$ cat src/tg_defines.svh
`ifndef TG_DEFINES_SVH
`define TG_DEFINES_SVH

// ==========================================================================
// Clock and serial link timing
`define TG_CLK_KHZ          50000
`define TG_BAUD             19200
`define TG_BAUD_DIV         ((`TG_CLK_KHZ * 1000) / `TG_BAUD)
`define TG_BAUD_HALF        (`TG_BAUD_DIV / 2)
`define TG_FRAME_BITS       9

// ==========================================================================
// Telegram layout (byte index from 0)
`define TG_START_CHAR       8'h3D
`define TG_IDX_CODE_A       3'h3
`define TG_IDX_CODE_B       3'h4
`define TG_IDX_STAT_A       3'h5
`define TG_IDX_STAT_B       3'h6
`define TG_IDX_CHECK        3'h7
`define TG_IDX_FIRST        3'h1

// ==========================================================================
// Output timing and telegram buffer depth
`define TG_STROBE_DELAY_MS  10
`define TG_STROBE_WIDTH_MS  100
`define TG_BUF_DEPTH        2

`endif

$ cat src/tg_pkg.sv
package tg_pkg;

  // ========================================================================
  // Types
  typedef logic [7:0] byte_t;

  typedef struct packed {
    logic [15:0] code;
    logic [15:0] status;
  } telegram_s;

  typedef enum logic [1:0] {
    RX_IDLE  = 2'h0,
    RX_START = 2'h1,
    RX_DATA  = 2'h3,
    RX_STOP  = 2'h2
  } rx_state_e;

  typedef enum logic {
    FR_HUNT = 1'h0,
    FR_BODY = 1'h1
  } frame_state_e;

  typedef enum logic [1:0] {
    ST_IDLE  = 2'h0,
    ST_WAIT  = 2'h1,
    ST_PULSE = 2'h3
  } strobe_state_e;

endpackage

$ cat src/serial_telegram_to_parallel_code.sv
// Function
// RL1: Antenna sends transparent telegram, length 7, content mask 100B.
// RL2: Receiver samples the serial link at 19200 baud.
// RL3: Eight-byte telegram: start '=', dummy, code low 16 bits, status, check.
// RL4: Extracted code drives parallel outputs and holds until next code.
// RL5: Strobe rises 10 ms after new code applied, stays high 100 ms.
// RL6: Every transponder entry gives a fresh strobe, even for same code.
// RL7: In-range output high while a transponder is in range, else low.
// RL8: Resync on start character; bad or short telegrams are discarded.
`include "tg_defines.svh"

module serial_telegram_to_parallel_code
  import tg_pkg::*;
#(
  parameter int   DELAY_CYC = `TG_STROBE_DELAY_MS * `TG_CLK_KHZ,
  parameter int   WIDTH_CYC = `TG_STROBE_WIDTH_MS * `TG_CLK_KHZ,
  parameter int   BIT_CYC   = `TG_BAUD_DIV,
  parameter int   TMR_W     = 23,
  parameter bit   LOW_FIRST = 1'b0
)
(
  input  wire logic        CLK,
  input  wire logic        RESET_N,
  input  wire logic        RXD,
  output logic [15:0]      CODE,
  output logic             CODE_STROBE,
  output logic             IN_RANGE
);

  localparam logic [11:0] BAUD_DIV  = 12'(BIT_CYC);
  localparam logic [11:0] BAUD_HALF = 12'(BIT_CYC / 2);
  localparam logic [3:0]  LAST_BIT  = 4'(`TG_FRAME_BITS - 1);
  localparam logic [TMR_W-1:0] DELAY_END = TMR_W'(DELAY_CYC - 1);
  localparam logic [TMR_W-1:0] WIDTH_END = TMR_W'(WIDTH_CYC - 1);
  localparam logic [1:0]  DEPTH     = 2'(`TG_BUF_DEPTH);

  // ========================================================================
  // Serial receiver
  logic          rx_meta_r;
  logic          rx_sync_r;
  rx_state_e     rx_state_r;
  logic [11:0]   baud_cnt_r;
  logic [3:0]    bit_cnt_r;
  logic [8:0]    shift_r;
  logic          bit_end;
  logic          byte_ok;
  logic          byte_err;
  byte_t         rx_byte;

  always_ff @(posedge CLK or negedge RESET_N)
  begin
    if (!RESET_N)
    begin
      rx_meta_r <= 1'b1;
      rx_sync_r <= 1'b1;
    end
    else
    begin
      rx_meta_r <= RXD;
      rx_sync_r <= rx_meta_r;
    end
  end

  assign bit_end  = (baud_cnt_r == BAUD_DIV - 12'h001);
  assign rx_byte  = shift_r[7:0];
  assign byte_ok  = (rx_state_r == RX_STOP) && bit_end && rx_sync_r
                    && !(^shift_r);
  assign byte_err = (rx_state_r == RX_STOP) && bit_end && !byte_ok;

  always_ff @(posedge CLK or negedge RESET_N)
  begin
    if (!RESET_N)
    begin
      rx_state_r <= RX_IDLE;
      baud_cnt_r <= 12'h000;
      bit_cnt_r  <= 4'h0;
      shift_r    <= 9'h000;
    end
    else
    begin
      unique case (rx_state_r)
        RX_IDLE:
        begin
          baud_cnt_r <= 12'h000;
          if (!rx_sync_r)
            rx_state_r <= RX_START;
        end
        RX_START:
        begin
          if (baud_cnt_r == BAUD_HALF - 12'h001)
          begin
            baud_cnt_r <= 12'h000;
            bit_cnt_r  <= 4'h0;
            rx_state_r <= rx_sync_r ? RX_IDLE : RX_DATA;
          end
          else
            baud_cnt_r <= baud_cnt_r + 12'h001;
        end
        RX_DATA:
        begin
          if (bit_end) // RL2
          begin
            baud_cnt_r <= 12'h000;
            shift_r    <= {rx_sync_r, shift_r[8:1]};
            bit_cnt_r  <= bit_cnt_r + 4'h1;
            if (bit_cnt_r == LAST_BIT)
              rx_state_r <= RX_STOP;
          end
          else
            baud_cnt_r <= baud_cnt_r + 12'h001;
        end
        RX_STOP:
        begin
          if (bit_end)
          begin
            baud_cnt_r <= 12'h000;
            rx_state_r <= RX_IDLE;
          end
          else
            baud_cnt_r <= baud_cnt_r + 12'h001;
        end
      endcase
    end
  end

  // ========================================================================
  // Telegram framer
  frame_state_e  fr_state_r;
  logic [2:0]    idx_r;
  byte_t         chk_r;
  telegram_s     tg_r;
  logic          push;
  logic          buf_in_ready;

  assign push = (fr_state_r == FR_BODY) && byte_ok
                && (idx_r == `TG_IDX_CHECK) && (rx_byte == chk_r); // RL8

  always_ff @(posedge CLK or negedge RESET_N)
  begin
    if (!RESET_N)
    begin
      fr_state_r <= FR_HUNT;
      idx_r      <= 3'h0;
      chk_r      <= 8'h00;
      tg_r       <= '0;
    end
    else if (byte_err)
      fr_state_r <= FR_HUNT; // RL8
    else if (byte_ok)
    begin
      unique case (fr_state_r)
        FR_HUNT:
        begin
          if (rx_byte == `TG_START_CHAR) // RL3 RL8
          begin
            fr_state_r <= FR_BODY;
            idx_r      <= `TG_IDX_FIRST;
            chk_r      <= rx_byte;
          end
        end
        FR_BODY:
        begin
          chk_r <= chk_r ^ rx_byte;
          idx_r <= idx_r + 3'h1;
          unique case (idx_r) // RL3
            `TG_IDX_CODE_A:
              if (LOW_FIRST) tg_r.code[7:0] <= rx_byte;
              else           tg_r.code[15:8] <= rx_byte;
            `TG_IDX_CODE_B:
              if (LOW_FIRST) tg_r.code[15:8] <= rx_byte;
              else           tg_r.code[7:0] <= rx_byte;
            `TG_IDX_STAT_A:
              if (LOW_FIRST) tg_r.status[7:0] <= rx_byte;
              else           tg_r.status[15:8] <= rx_byte;
            `TG_IDX_STAT_B:
              if (LOW_FIRST) tg_r.status[15:8] <= rx_byte;
              else           tg_r.status[7:0] <= rx_byte;
            `TG_IDX_CHECK:
              fr_state_r <= FR_HUNT;
            default:
              chk_r <= chk_r ^ rx_byte;
          endcase
        end
      endcase
    end
  end

  // ========================================================================
  // Two-entry telegram buffer
  telegram_s     buf_mem_r [2];
  logic          wr_ptr_r;
  logic          rd_ptr_r;
  logic [1:0]    count_r;
  logic          push_ok;
  logic          pop;
  logic          buf_out_valid;
  logic          buf_out_ready;
  telegram_s     buf_out;
  strobe_state_e st_state_r;

  assign buf_in_ready  = (count_r != DEPTH);
  assign push_ok       = push && buf_in_ready;
  assign buf_out_valid = (count_r != 2'h0);
  assign buf_out_ready = (st_state_r != ST_WAIT);
  assign pop           = buf_out_valid && buf_out_ready;
  assign buf_out       = buf_mem_r[rd_ptr_r];

  always_ff @(posedge CLK or negedge RESET_N)
  begin
    if (!RESET_N)
    begin
      buf_mem_r[0] <= '0;
      buf_mem_r[1] <= '0;
      wr_ptr_r     <= 1'b0;
      rd_ptr_r     <= 1'b0;
      count_r      <= 2'h0;
    end
    else
    begin
      if (push_ok)
      begin
        buf_mem_r[wr_ptr_r] <= tg_r;
        wr_ptr_r            <= !wr_ptr_r;
      end
      if (pop)
        rd_ptr_r <= !rd_ptr_r;
      if (push_ok && !pop)
        count_r <= count_r + 2'h1;
      else if (pop && !push_ok)
        count_r <= count_r - 2'h1;
    end
  end

  // ========================================================================
  // Parallel output and strobe timing
  logic [15:0]      code_r;
  logic             in_range_r;
  logic [TMR_W-1:0] tmr_r;
  logic             fresh;

  assign fresh = pop && (buf_out.code != 16'h0000)
                 && (!in_range_r || buf_out.code != code_r); // RL6

  always_ff @(posedge CLK or negedge RESET_N)
  begin
    if (!RESET_N)
    begin
      code_r     <= 16'h0000;
      in_range_r <= 1'b0;
    end
    else if (pop)
    begin
      code_r     <= buf_out.code; // RL4
      in_range_r <= (buf_out.code != 16'h0000); // RL7
    end
  end

  always_ff @(posedge CLK or negedge RESET_N)
  begin
    if (!RESET_N)
    begin
      st_state_r <= ST_IDLE;
      tmr_r      <= '0;
    end
    else if (fresh)
    begin
      st_state_r <= ST_WAIT; // RL6
      tmr_r      <= '0;
    end
    else
    begin
      unique case (st_state_r)
        ST_IDLE:
          tmr_r <= '0;
        ST_WAIT:
          if (tmr_r == DELAY_END) // RL5
          begin
            st_state_r <= ST_PULSE;
            tmr_r      <= '0;
          end
          else
            tmr_r <= tmr_r + TMR_W'(1);
        ST_PULSE:
          if (tmr_r == WIDTH_END) // RL5
            st_state_r <= ST_IDLE;
          else
            tmr_r <= tmr_r + TMR_W'(1);
        default:
          st_state_r <= ST_IDLE;
      endcase
    end
  end

  assign CODE        = code_r;
  assign IN_RANGE    = in_range_r;
  assign CODE_STROBE = (st_state_r == ST_PULSE);
endmodule // serial_telegram_to_parallel_code

$ cat config.mk
export PLATFORM = sky130hd
export DESIGN_NAME = serial_telegram_to_parallel_code
export DESIGN_NICKNAME = d
export VERILOG_FILES = /design/src/tg_pkg.sv /design/src/serial_telegram_to_parallel_code.sv
export VERILOG_INCLUDE_DIRS = /design/src
export SDC_FILE = /design/constraint.sdc
export NUM_CORES = 1
export LEC_CHECK = 0
export BUFFER_PORTS_ARGS = -buffer_cell sky130_fd_sc_hd__buf_2
export CAP_MARGIN = 20
export CORE_ASPECT_RATIO = 0.6
export CORE_MARGIN = 2
export CORE_UTILIZATION = 30
export CTS_CLUSTER_SIZE = 12
export DETAILED_ROUTE_END_ITERATION = 7
export SYNTH_ARGS = -nofsm -noshare
export SYNTH_HDL_FRONTEND = slang
export SYNTH_SLANG_ARGS = --single-unit
$ cat constraint.sdc
create_clock -name CLK -period 3.5 [get_ports CLK]
set_clock_uncertainty 0.15 [all_clocks]
set_input_delay 0.525 -clock CLK [delete_from_list [all_inputs] [get_ports CLK]]
set_output_delay 0.525 -clock CLK [all_outputs]
set_load 0.02 [all_outputs]
# Word-level counts from Yosys, hierarchy flattened
# Index checks and enable logic that the tools add are counted.
dict set report classes {
  n_lt_le_gt_ge 3
  n_reduce_logical 42
  muxes 38
  addsub 6
  bitwise 5
  n_eq_ne 30
}
# cell count
set ops {}
lappend ops {{2-to-1 mux 32 bit} 4}
lappend ops {{2-to-1 mux 23 bit} 3}
lappend ops {{one-hot mux 23 bit (3 select lines)} 1}
lappend ops {{bitwise mux 64 bit} 1}
lappend ops {{one-hot mux 12 bit (3 select lines)} 1}
lappend ops {{demux 32 bit (select 1 bit)} 1}
lappend ops {{2-to-1 mux 12 bit} 2}
lappend ops {{adder 23 x 1 -> 23 bit (second input constant)} 1}
lappend ops {{equality test 23 x 19 -> 1 bit (second input constant)} 1}
lappend ops {{equality test 23 bit (second input constant)} 1}
lappend ops {{2-to-1 mux 2 bit} 11}
lappend ops {{inequality test 16 bit} 1}
lappend ops {{inequality test 2 bit (second input constant)} 8}
lappend ops {{one-hot mux 8 bit (2 select lines)} 1}
lappend ops {{AND reduction 4 bit} 4}
lappend ops {{nonzero test 16 bit} 1}
lappend ops {{logical AND 1 bit} 14}
lappend ops {{adder 12 x 1 -> 12 bit (second input constant)} 1}
lappend ops {{equality test 12 x 11 -> 1 bit (second input constant)} 1}
lappend ops {{equality test 12 bit (second input constant)} 1}
lappend ops {{equality test 3 bit (second input constant)} 4}
lappend ops {{AND reduction 3 bit} 3}
lappend ops {{parity 9 bit} 1}
lappend ops {{equality test 8 x 6 -> 1 bit (second input constant)} 1}
lappend ops {{34 further kinds} 56}
dict set report totals {
  wordCells 148
  in_bits 3
  reg_bits 183
}

# Longest topological paths before layout
dict set report depth {
  word_depth 12
  mapped_depth 11
}

# Worst setup path before layout
# Ideal clock, no wire load.
dict set report synth_path {
  kind {reg2reg}
  startpoint {register shift_r[0]}
  endpoint {register buf_mem_r[21] in the netlist's numbering}
  period_less_slack_ns 2.583
  slack_ns 0.917
  required_ns 3.225
  stages_incl_launch_ff 10
  arrival_ns 2.308
  path_cell_list {dfrtp_1 ha_1 xnor3_1 xnor2_1 and3_1 nand2b_1 or2_1 buf_6 buf_6 mux2_4}
}
dict set report synth_via {
  elab_chain_cells 7
  elab_cells_between_ends 8
  cone_classes {eq/ne: 1; reduce/logical: 7}
}
# element line
set synth_lines {}
lappend synth_lines {{start: declaration} serial_telegram_to_parallel_code.sv:44} ;# logic [8:0] shift_r;
lappend synth_lines {{start signal: assignment} serial_telegram_to_parallel_code.sv:104} ;# shift_r <= {rx_sync_r, shift_r[8:1]};
lappend synth_lines {{parity 9 bit} serial_telegram_to_parallel_code.sv:67} ;# && !(^shift_r);
lappend synth_lines {{logical NOT 1 bit} serial_telegram_to_parallel_code.sv:67}
lappend synth_lines {{logical AND 1 bit} serial_telegram_to_parallel_code.sv:67}
lappend synth_lines {{logical AND 1 bit (2 in a row)} serial_telegram_to_parallel_code.sv:135} ;# assign push = (fr_state_r == FR_BODY) && byte_ok
lappend synth_lines {{logical AND 1 bit *} serial_telegram_to_parallel_code.sv:135}
lappend synth_lines {{logical AND 1 bit *} serial_telegram_to_parallel_code.sv:202} ;# assign push_ok = push && buf_in_ready;
lappend synth_lines {{end signal: indexed assignment} serial_telegram_to_parallel_code.sv:222} ;# buf_mem_r[wr_ptr_r] <= tg_r;
lappend synth_lines {{end: declaration} serial_telegram_to_parallel_code.sv:190} ;# telegram_s buf_mem_r [2];
# Every way passes the cells marked *; elsewhere a longest branch is shown, timed or not.
# A chain may end at the register's enable or synchronous reset.

# Final worst setup path
dict set report layout_path {
  startpoint {register rd_ptr_r}
  endpoint {register st_state_r[0]}
}
dict set report layout_via {
  elab_chain_cells 9
  elab_cells_between_ends 14
  cone_classes {eq/ne: 4; mux: 4; bitwise: 1; reduce/logical: 5}
}
# element line
set layout_lines {}
lappend layout_lines {{start: declaration} serial_telegram_to_parallel_code.sv:192} ;# logic rd_ptr_r;
lappend layout_lines {{start signal: assignment} serial_telegram_to_parallel_code.sv:226} ;# rd_ptr_r <= !rd_ptr_r;
lappend layout_lines {{inverter 1 -> 2 bit (not written as such) *} serial_telegram_to_parallel_code.sv:206} ;# assign buf_out = buf_mem_r[rd_ptr_r];
lappend layout_lines {{2-to-1 mux 32 bit (not written as such) * (3 in a row)} serial_telegram_to_parallel_code.sv:206}
lappend layout_lines {{inequality test 16 bit or nonzero test 16 bit (tied branches)} {serial_telegram_to_parallel_code.sv:242, serial_telegram_to_parallel_code.sv:241}}
lappend layout_lines {{logical OR 1 bit or logical AND 1 bit (tied branches)} {serial_telegram_to_parallel_code.sv:242, serial_telegram_to_parallel_code.sv:241}}
lappend layout_lines {{logical AND 1 bit *} serial_telegram_to_parallel_code.sv:242} ;# && (!in_range_r || buf_out.code != code_r);
lappend layout_lines {{inequality test 3 bit (no source line) (tied with other cells)} -}
lappend layout_lines {{AND reduction 3 bit (no source line)} -}
lappend layout_lines {{end signal: assignment} serial_telegram_to_parallel_code.sv:262} ;# st_state_r <= ST_IDLE;
lappend layout_lines {{end signal: assignment} serial_telegram_to_parallel_code.sv:267} ;# st_state_r <= ST_WAIT;
lappend layout_lines {{end signal: assignment} serial_telegram_to_parallel_code.sv:278} ;# st_state_r <= ST_PULSE;
lappend layout_lines {{end: declaration} serial_telegram_to_parallel_code.sv:199} ;# strobe_state_e st_state_r;
# Every way passes the cells marked *; elsewhere a longest branch is shown, timed or not. The select of a mux whose other input is x is not followed.

==> impl_summary.log <==
INFO  metric gp_congestion = 0.811
INFO  metric ys_ff_latch = 135
INFO  metric post_drt_via_cell_ratio = 4.97
INFO  metric yosysWarnings = 0
INFO  metric fillCellCount = 2,153
INFO  metric ff2ff_path_depth = 6
INFO  metric timing.slew.headroom = 34.6%
INFO  metric die_width = 196 microns
INFO  metric hold_wc_startpoint = RXD
INFO  metric cts-resized-gates = 0
INFO  metric crit_fanout = 25
INFO  metric first_global_vias = 4,431
INFO  metric synth.avg_cell_area = 10.7 sq um
INFO  metric met3_usage_in_global_routing = 3.23%
INFO  metric grt_pass1_wl = 25.1 mm
INFO  metric post_synth_inst_count = 625
INFO  metric critPathArrivalTime = 3280 ps
INFO  metric powerDensity = 454 nW/um^2
INFO  metric worst_r2r_startpoint = rd_ptr_r
INFO  metric multi_input_comb_area = 3090 sq um
INFO  metric regArea = 3380 sq um
INFO  metric worst_setup_sp = rd_ptr_r
INFO  metric ir_drop = 0.234 mV
INFO  metric worst-slew-pin-transition = 980 ps
INFO  metric clock_tree.htree_level_count = 4
INFO  metric synthDistinctLibCells = 57
INFO  metric cts-buffers-inserted = 17
INFO  metric fin_nets = 668
INFO  metric clkSlewWorstSetupHoldPaths = 60 ps
INFO  metric seq_total_area_yosys = 50.7%
INFO  metric synthDominantAreaCellType = sky130_fd_sc_hd__dfrtp_1
INFO  metric postRouteAntennaNets = 0
INFO  metric postSynthNetCount = 642
INFO  metric synth_edf_count = 0
INFO  metric remaining_drc_errors = 0
INFO  metric placement.setup.worst_slack = 386 ps
INFO  metric die-height = 119 microns
INFO  metric final_layout_size_suffix_gt1_share = 19.7%
INFO  metric m2_gr_usage = 15.5%
INFO  metric fin_util = 35.5%
INFO  metric synth.area.top_cells = sky130_fd_sc_hd__dfrtp_1 50%, sky130_fd_sc_hd__mux2_2 7.3%, sky130_fd_sc_hd__a21oi_1 4.4%, sky130_fd_sc_hd__xnor2_1 3.8%, sky130_fd_sc_hd__nor2_1 3.2%
INFO  metric synth.cells.most_frequent = 133 x sky130_fd_sc_hd__dfrtp_1, 58 x sky130_fd_sc_hd__a21oi_1, 56 x sky130_fd_sc_hd__nor2_1
INFO  metric run_status = completed
INFO  metric wl_per_cell = 16.0 microns
INFO  metric achievable-frequency = 0.318 GHz
INFO  metric cp_endpoint_kind = register
INFO  metric totalNegativeSetupSlack = 0 ps
INFO  metric worst_slack = 360 ps
INFO  metric flow.area_growth_from_synthesis = 16.5%
INFO  metric synth_top_area_share = 49.9%
INFO  metric share_of_synthesized_registers_carrying_an_async_set_or_reset = 100%
INFO  metric grt_antenna_before_repair = 0
INFO  metric clk-insertion-delay-late = 420 ps
INFO  metric postCtsSetupBuffers = 0
INFO  metric synth-main-ff-cell = sky130_fd_sc_hd__dfrtp_1
INFO  metric rows = 42
INFO  metric setup.worst_path.class = register to register
INFO  metric overflow = 0
INFO  metric hold_violations = 0
INFO  metric report.final.setup_viol = 0
INFO  metric drtIter0Drc = 347
INFO  metric hold_class = primary input to register
INFO  metric drt-total-wl = 15.2 mm
INFO  metric grt_start_max_net_pins = 72
INFO  metric finalCritPeriodShare = 89.7%
INFO  metric cts_max_path_buffers = 2
INFO  metric timing.final.max_slew_violations = 0
INFO  metric grt_util_met1 = 24.0%
INFO  metric floorplan.initialDensity = 30.4%
INFO  metric area_inside_the_core_boundary = 21,900 sq um
INFO  metric period_needed = 3140 ps
INFO  metric holdBufCountCts = 1
INFO  metric place_hpwl = 10.5 mm
INFO  metric clock_sinks = 135
INFO  metric antenna_cells = 0
INFO  metric grt_usage = 13.8%
INFO  metric io_pins = 21
INFO  metric drv.max_cap_violation_count = 0
INFO  metric cp-start-kind = register
INFO  metric ctsRootBufferMaster = sky130_fd_sc_hd__clkbuf_16
INFO  metric grt_setup_unrepaired = false
INFO  metric fp.dieArea = 23,500 sq um
INFO  metric port-buffer-count = 20
INFO  metric vias = 4,723
INFO  metric tritoncts = yes
INFO  metric worst_hold_path.num_cells = 1
INFO  metric post-synth-top-count-cell = sky130_fd_sc_hd__dfrtp_1
INFO  metric worst_ep_required_time = 3640 ps
INFO  metric power.static_leakage = 3.55 nW
INFO  metric gr-max-usage-layer = met1
INFO  metric setup.reg_to_reg.worst_slack = 360 ps
INFO  metric firstDrtPassIters = 5
INFO  metric syn-cell-area = 6670 sq um
==> area by class of cell <==
| cell class | count | share of cell area [%] |
|---|---|---|
| Tap cell | 286 | 4.61 |
| Multi-Input combinational cell | 443 | 39.8 |
| Inverter | 18 | 0.870 |
| Sequential cell | 135 | 43.5 |
| Clock inverter | 14 | 2.56 |
| Timing Repair Buffer | 36 | 3.11 |
| Clock buffer | 18 | 5.52 |
==> cells in the final DEF, fill, tap and decap left out, types with 3 or more instances in the layout <==
| cell type | synthesis | layout |
|---|---|---|
| sky130_fd_sc_hd__nand2_1 | 32 | 32 |
| sky130_fd_sc_hd__clkbuf_16 | 0 | 17 |
| sky130_fd_sc_hd__or2_1 | 3 | 3 |
| sky130_fd_sc_hd__mux2_4 | 10 | 10 |
| sky130_fd_sc_hd__nand3b_1 | 6 | 6 |
| sky130_fd_sc_hd__nand4_1 | 6 | 6 |
| sky130_fd_sc_hd__inv_1 | 18 | 18 |
| sky130_fd_sc_hd__nor4_1 | 12 | 12 |
| sky130_fd_sc_hd__o21ai_0 | 34 | 34 |
| sky130_fd_sc_hd__nor2_1 | 56 | 56 |
| sky130_fd_sc_hd__clkinv_4 | 0 | 3 |
| sky130_fd_sc_hd__a22oi_1 | 4 | 4 |
| sky130_fd_sc_hd__buf_4 | 2 | 14 |
| sky130_fd_sc_hd__a21oi_1 | 58 | 57 |
| sky130_fd_sc_hd__nor2b_1 | 5 | 5 |
| sky130_fd_sc_hd__buf_2 | 5 | 19 |
| sky130_fd_sc_hd__or3_1 | 10 | 10 |
| sky130_fd_sc_hd__xnor2_1 | 29 | 29 |
| sky130_fd_sc_hd__and4_1 | 3 | 3 |
| sky130_fd_sc_hd__clkinvlp_4 | 0 | 4 |
| sky130_fd_sc_hd__and3_1 | 7 | 7 |
| sky130_fd_sc_hd__ha_1 | 14 | 14 |
| sky130_fd_sc_hd__mux2i_1 | 16 | 16 |
| sky130_fd_sc_hd__dfrtp_1 | 133 | 133 |
| sky130_fd_sc_hd__a31oi_1 | 5 | 5 |
| sky130_fd_sc_hd__xor2_1 | 17 | 17 |
| sky130_fd_sc_hd__bufinv_16 | 0 | 4 |
| sky130_fd_sc_hd__nand3_1 | 29 | 29 |
| sky130_fd_sc_hd__mux2_2 | 43 | 43 |
| sky130_fd_sc_hd__nor3_1 | 7 | 7 |
==> worst max-delay path, cell delays in order, from the launching register on <==
cell                       delay, ps
sky130_fd_sc_hd__dfrtp_1         930
sky130_fd_sc_hd__mux2i_1         510
sky130_fd_sc_hd__xnor2_1         130
sky130_fd_sc_hd__nor4_1          320
sky130_fd_sc_hd__nand3_1         120
sky130_fd_sc_hd__o21a_1          530
sky130_fd_sc_hd__o21bai_1        320
==> path summary, 6_finish.rpt <==
check / to
worst max-delay path: st_state_r[0]
worst min-delay path: rx_meta_r
worst max register to register: st_state_r[0]
worst min register to register: rx_sync_r
max in group asynchronous: rx_meta_r
min in group asynchronous: tmr_r[15]
==> routing by layer <==
layer | share of wire, % | vias up
met5 | 0 | -
met4 | 0.53 | 0
met3 | 4.0 | 11
met2 | 36 | 93
met1 | 60 | 2342
li1 | - | 2277
==> sequential cells by signal, indices dropped and copies added (netlist names), 2 cells and up <==
| name | cells |
|---|---|
| chk_r | 8 |
| baud_cnt_r | 12 |
| buf_mem_r | 32 |
| bit_cnt_r | 4 |
| count_r | 2 |
| CODE | 16 |
| idx_r | 3 |
| rx_state_r | 2 |
| tg_r | 16 |
| tmr_r | 23 |
| shift_r | 9 |
| st_state_r | 2 |
==> logic make-up after synthesis <==
family / after synthesis / synth area share, %
AO/OA/AOI/OAI: 116 / 9.70
XOR/XNOR: 47 / 6.38
adder cells (fa/ha/maj): 14 / 2.63
buffers and inverters: 47 / 3.08
flip-flops: 135 / 50.7
multiplexers: 69 / 11.9
AND/OR/NAND/NOR: 197 / 15.6
==> metrics by stage <==
| stage | total power (W) | hold slack (ps) | instances | area [sq um] |
|---|---|---|---|---|
| after floorplan | 0.00159 | 79.4 | 625 | 6670 |
| after global placement | 0.00163 | 196 | 917 | 7130 |
| after detailed placement | 0.00163 | 198 | 917 | 7130 |
| after CTS | 0.00356 | 46.1 | 950 | 7770 |
| after global routing | 0.00364 | 47.2 | 950 | 7770 |
| final | 0.00353 | 59.8 | 950 | 7770 |
==> power breakdown <==
part	internal [W]	leakage, nW	total [W]	switching, W
Sequential	0.00156	1.87	0.00156	0.000000265
Clock	0.00120	0.293	0.00193	0.000730
Combinational	0.00000532	1.39	0.0000373	0.0000320
Total	0.00277	3.55	0.00353	0.000763
Power figures use the tool's default switching activity.
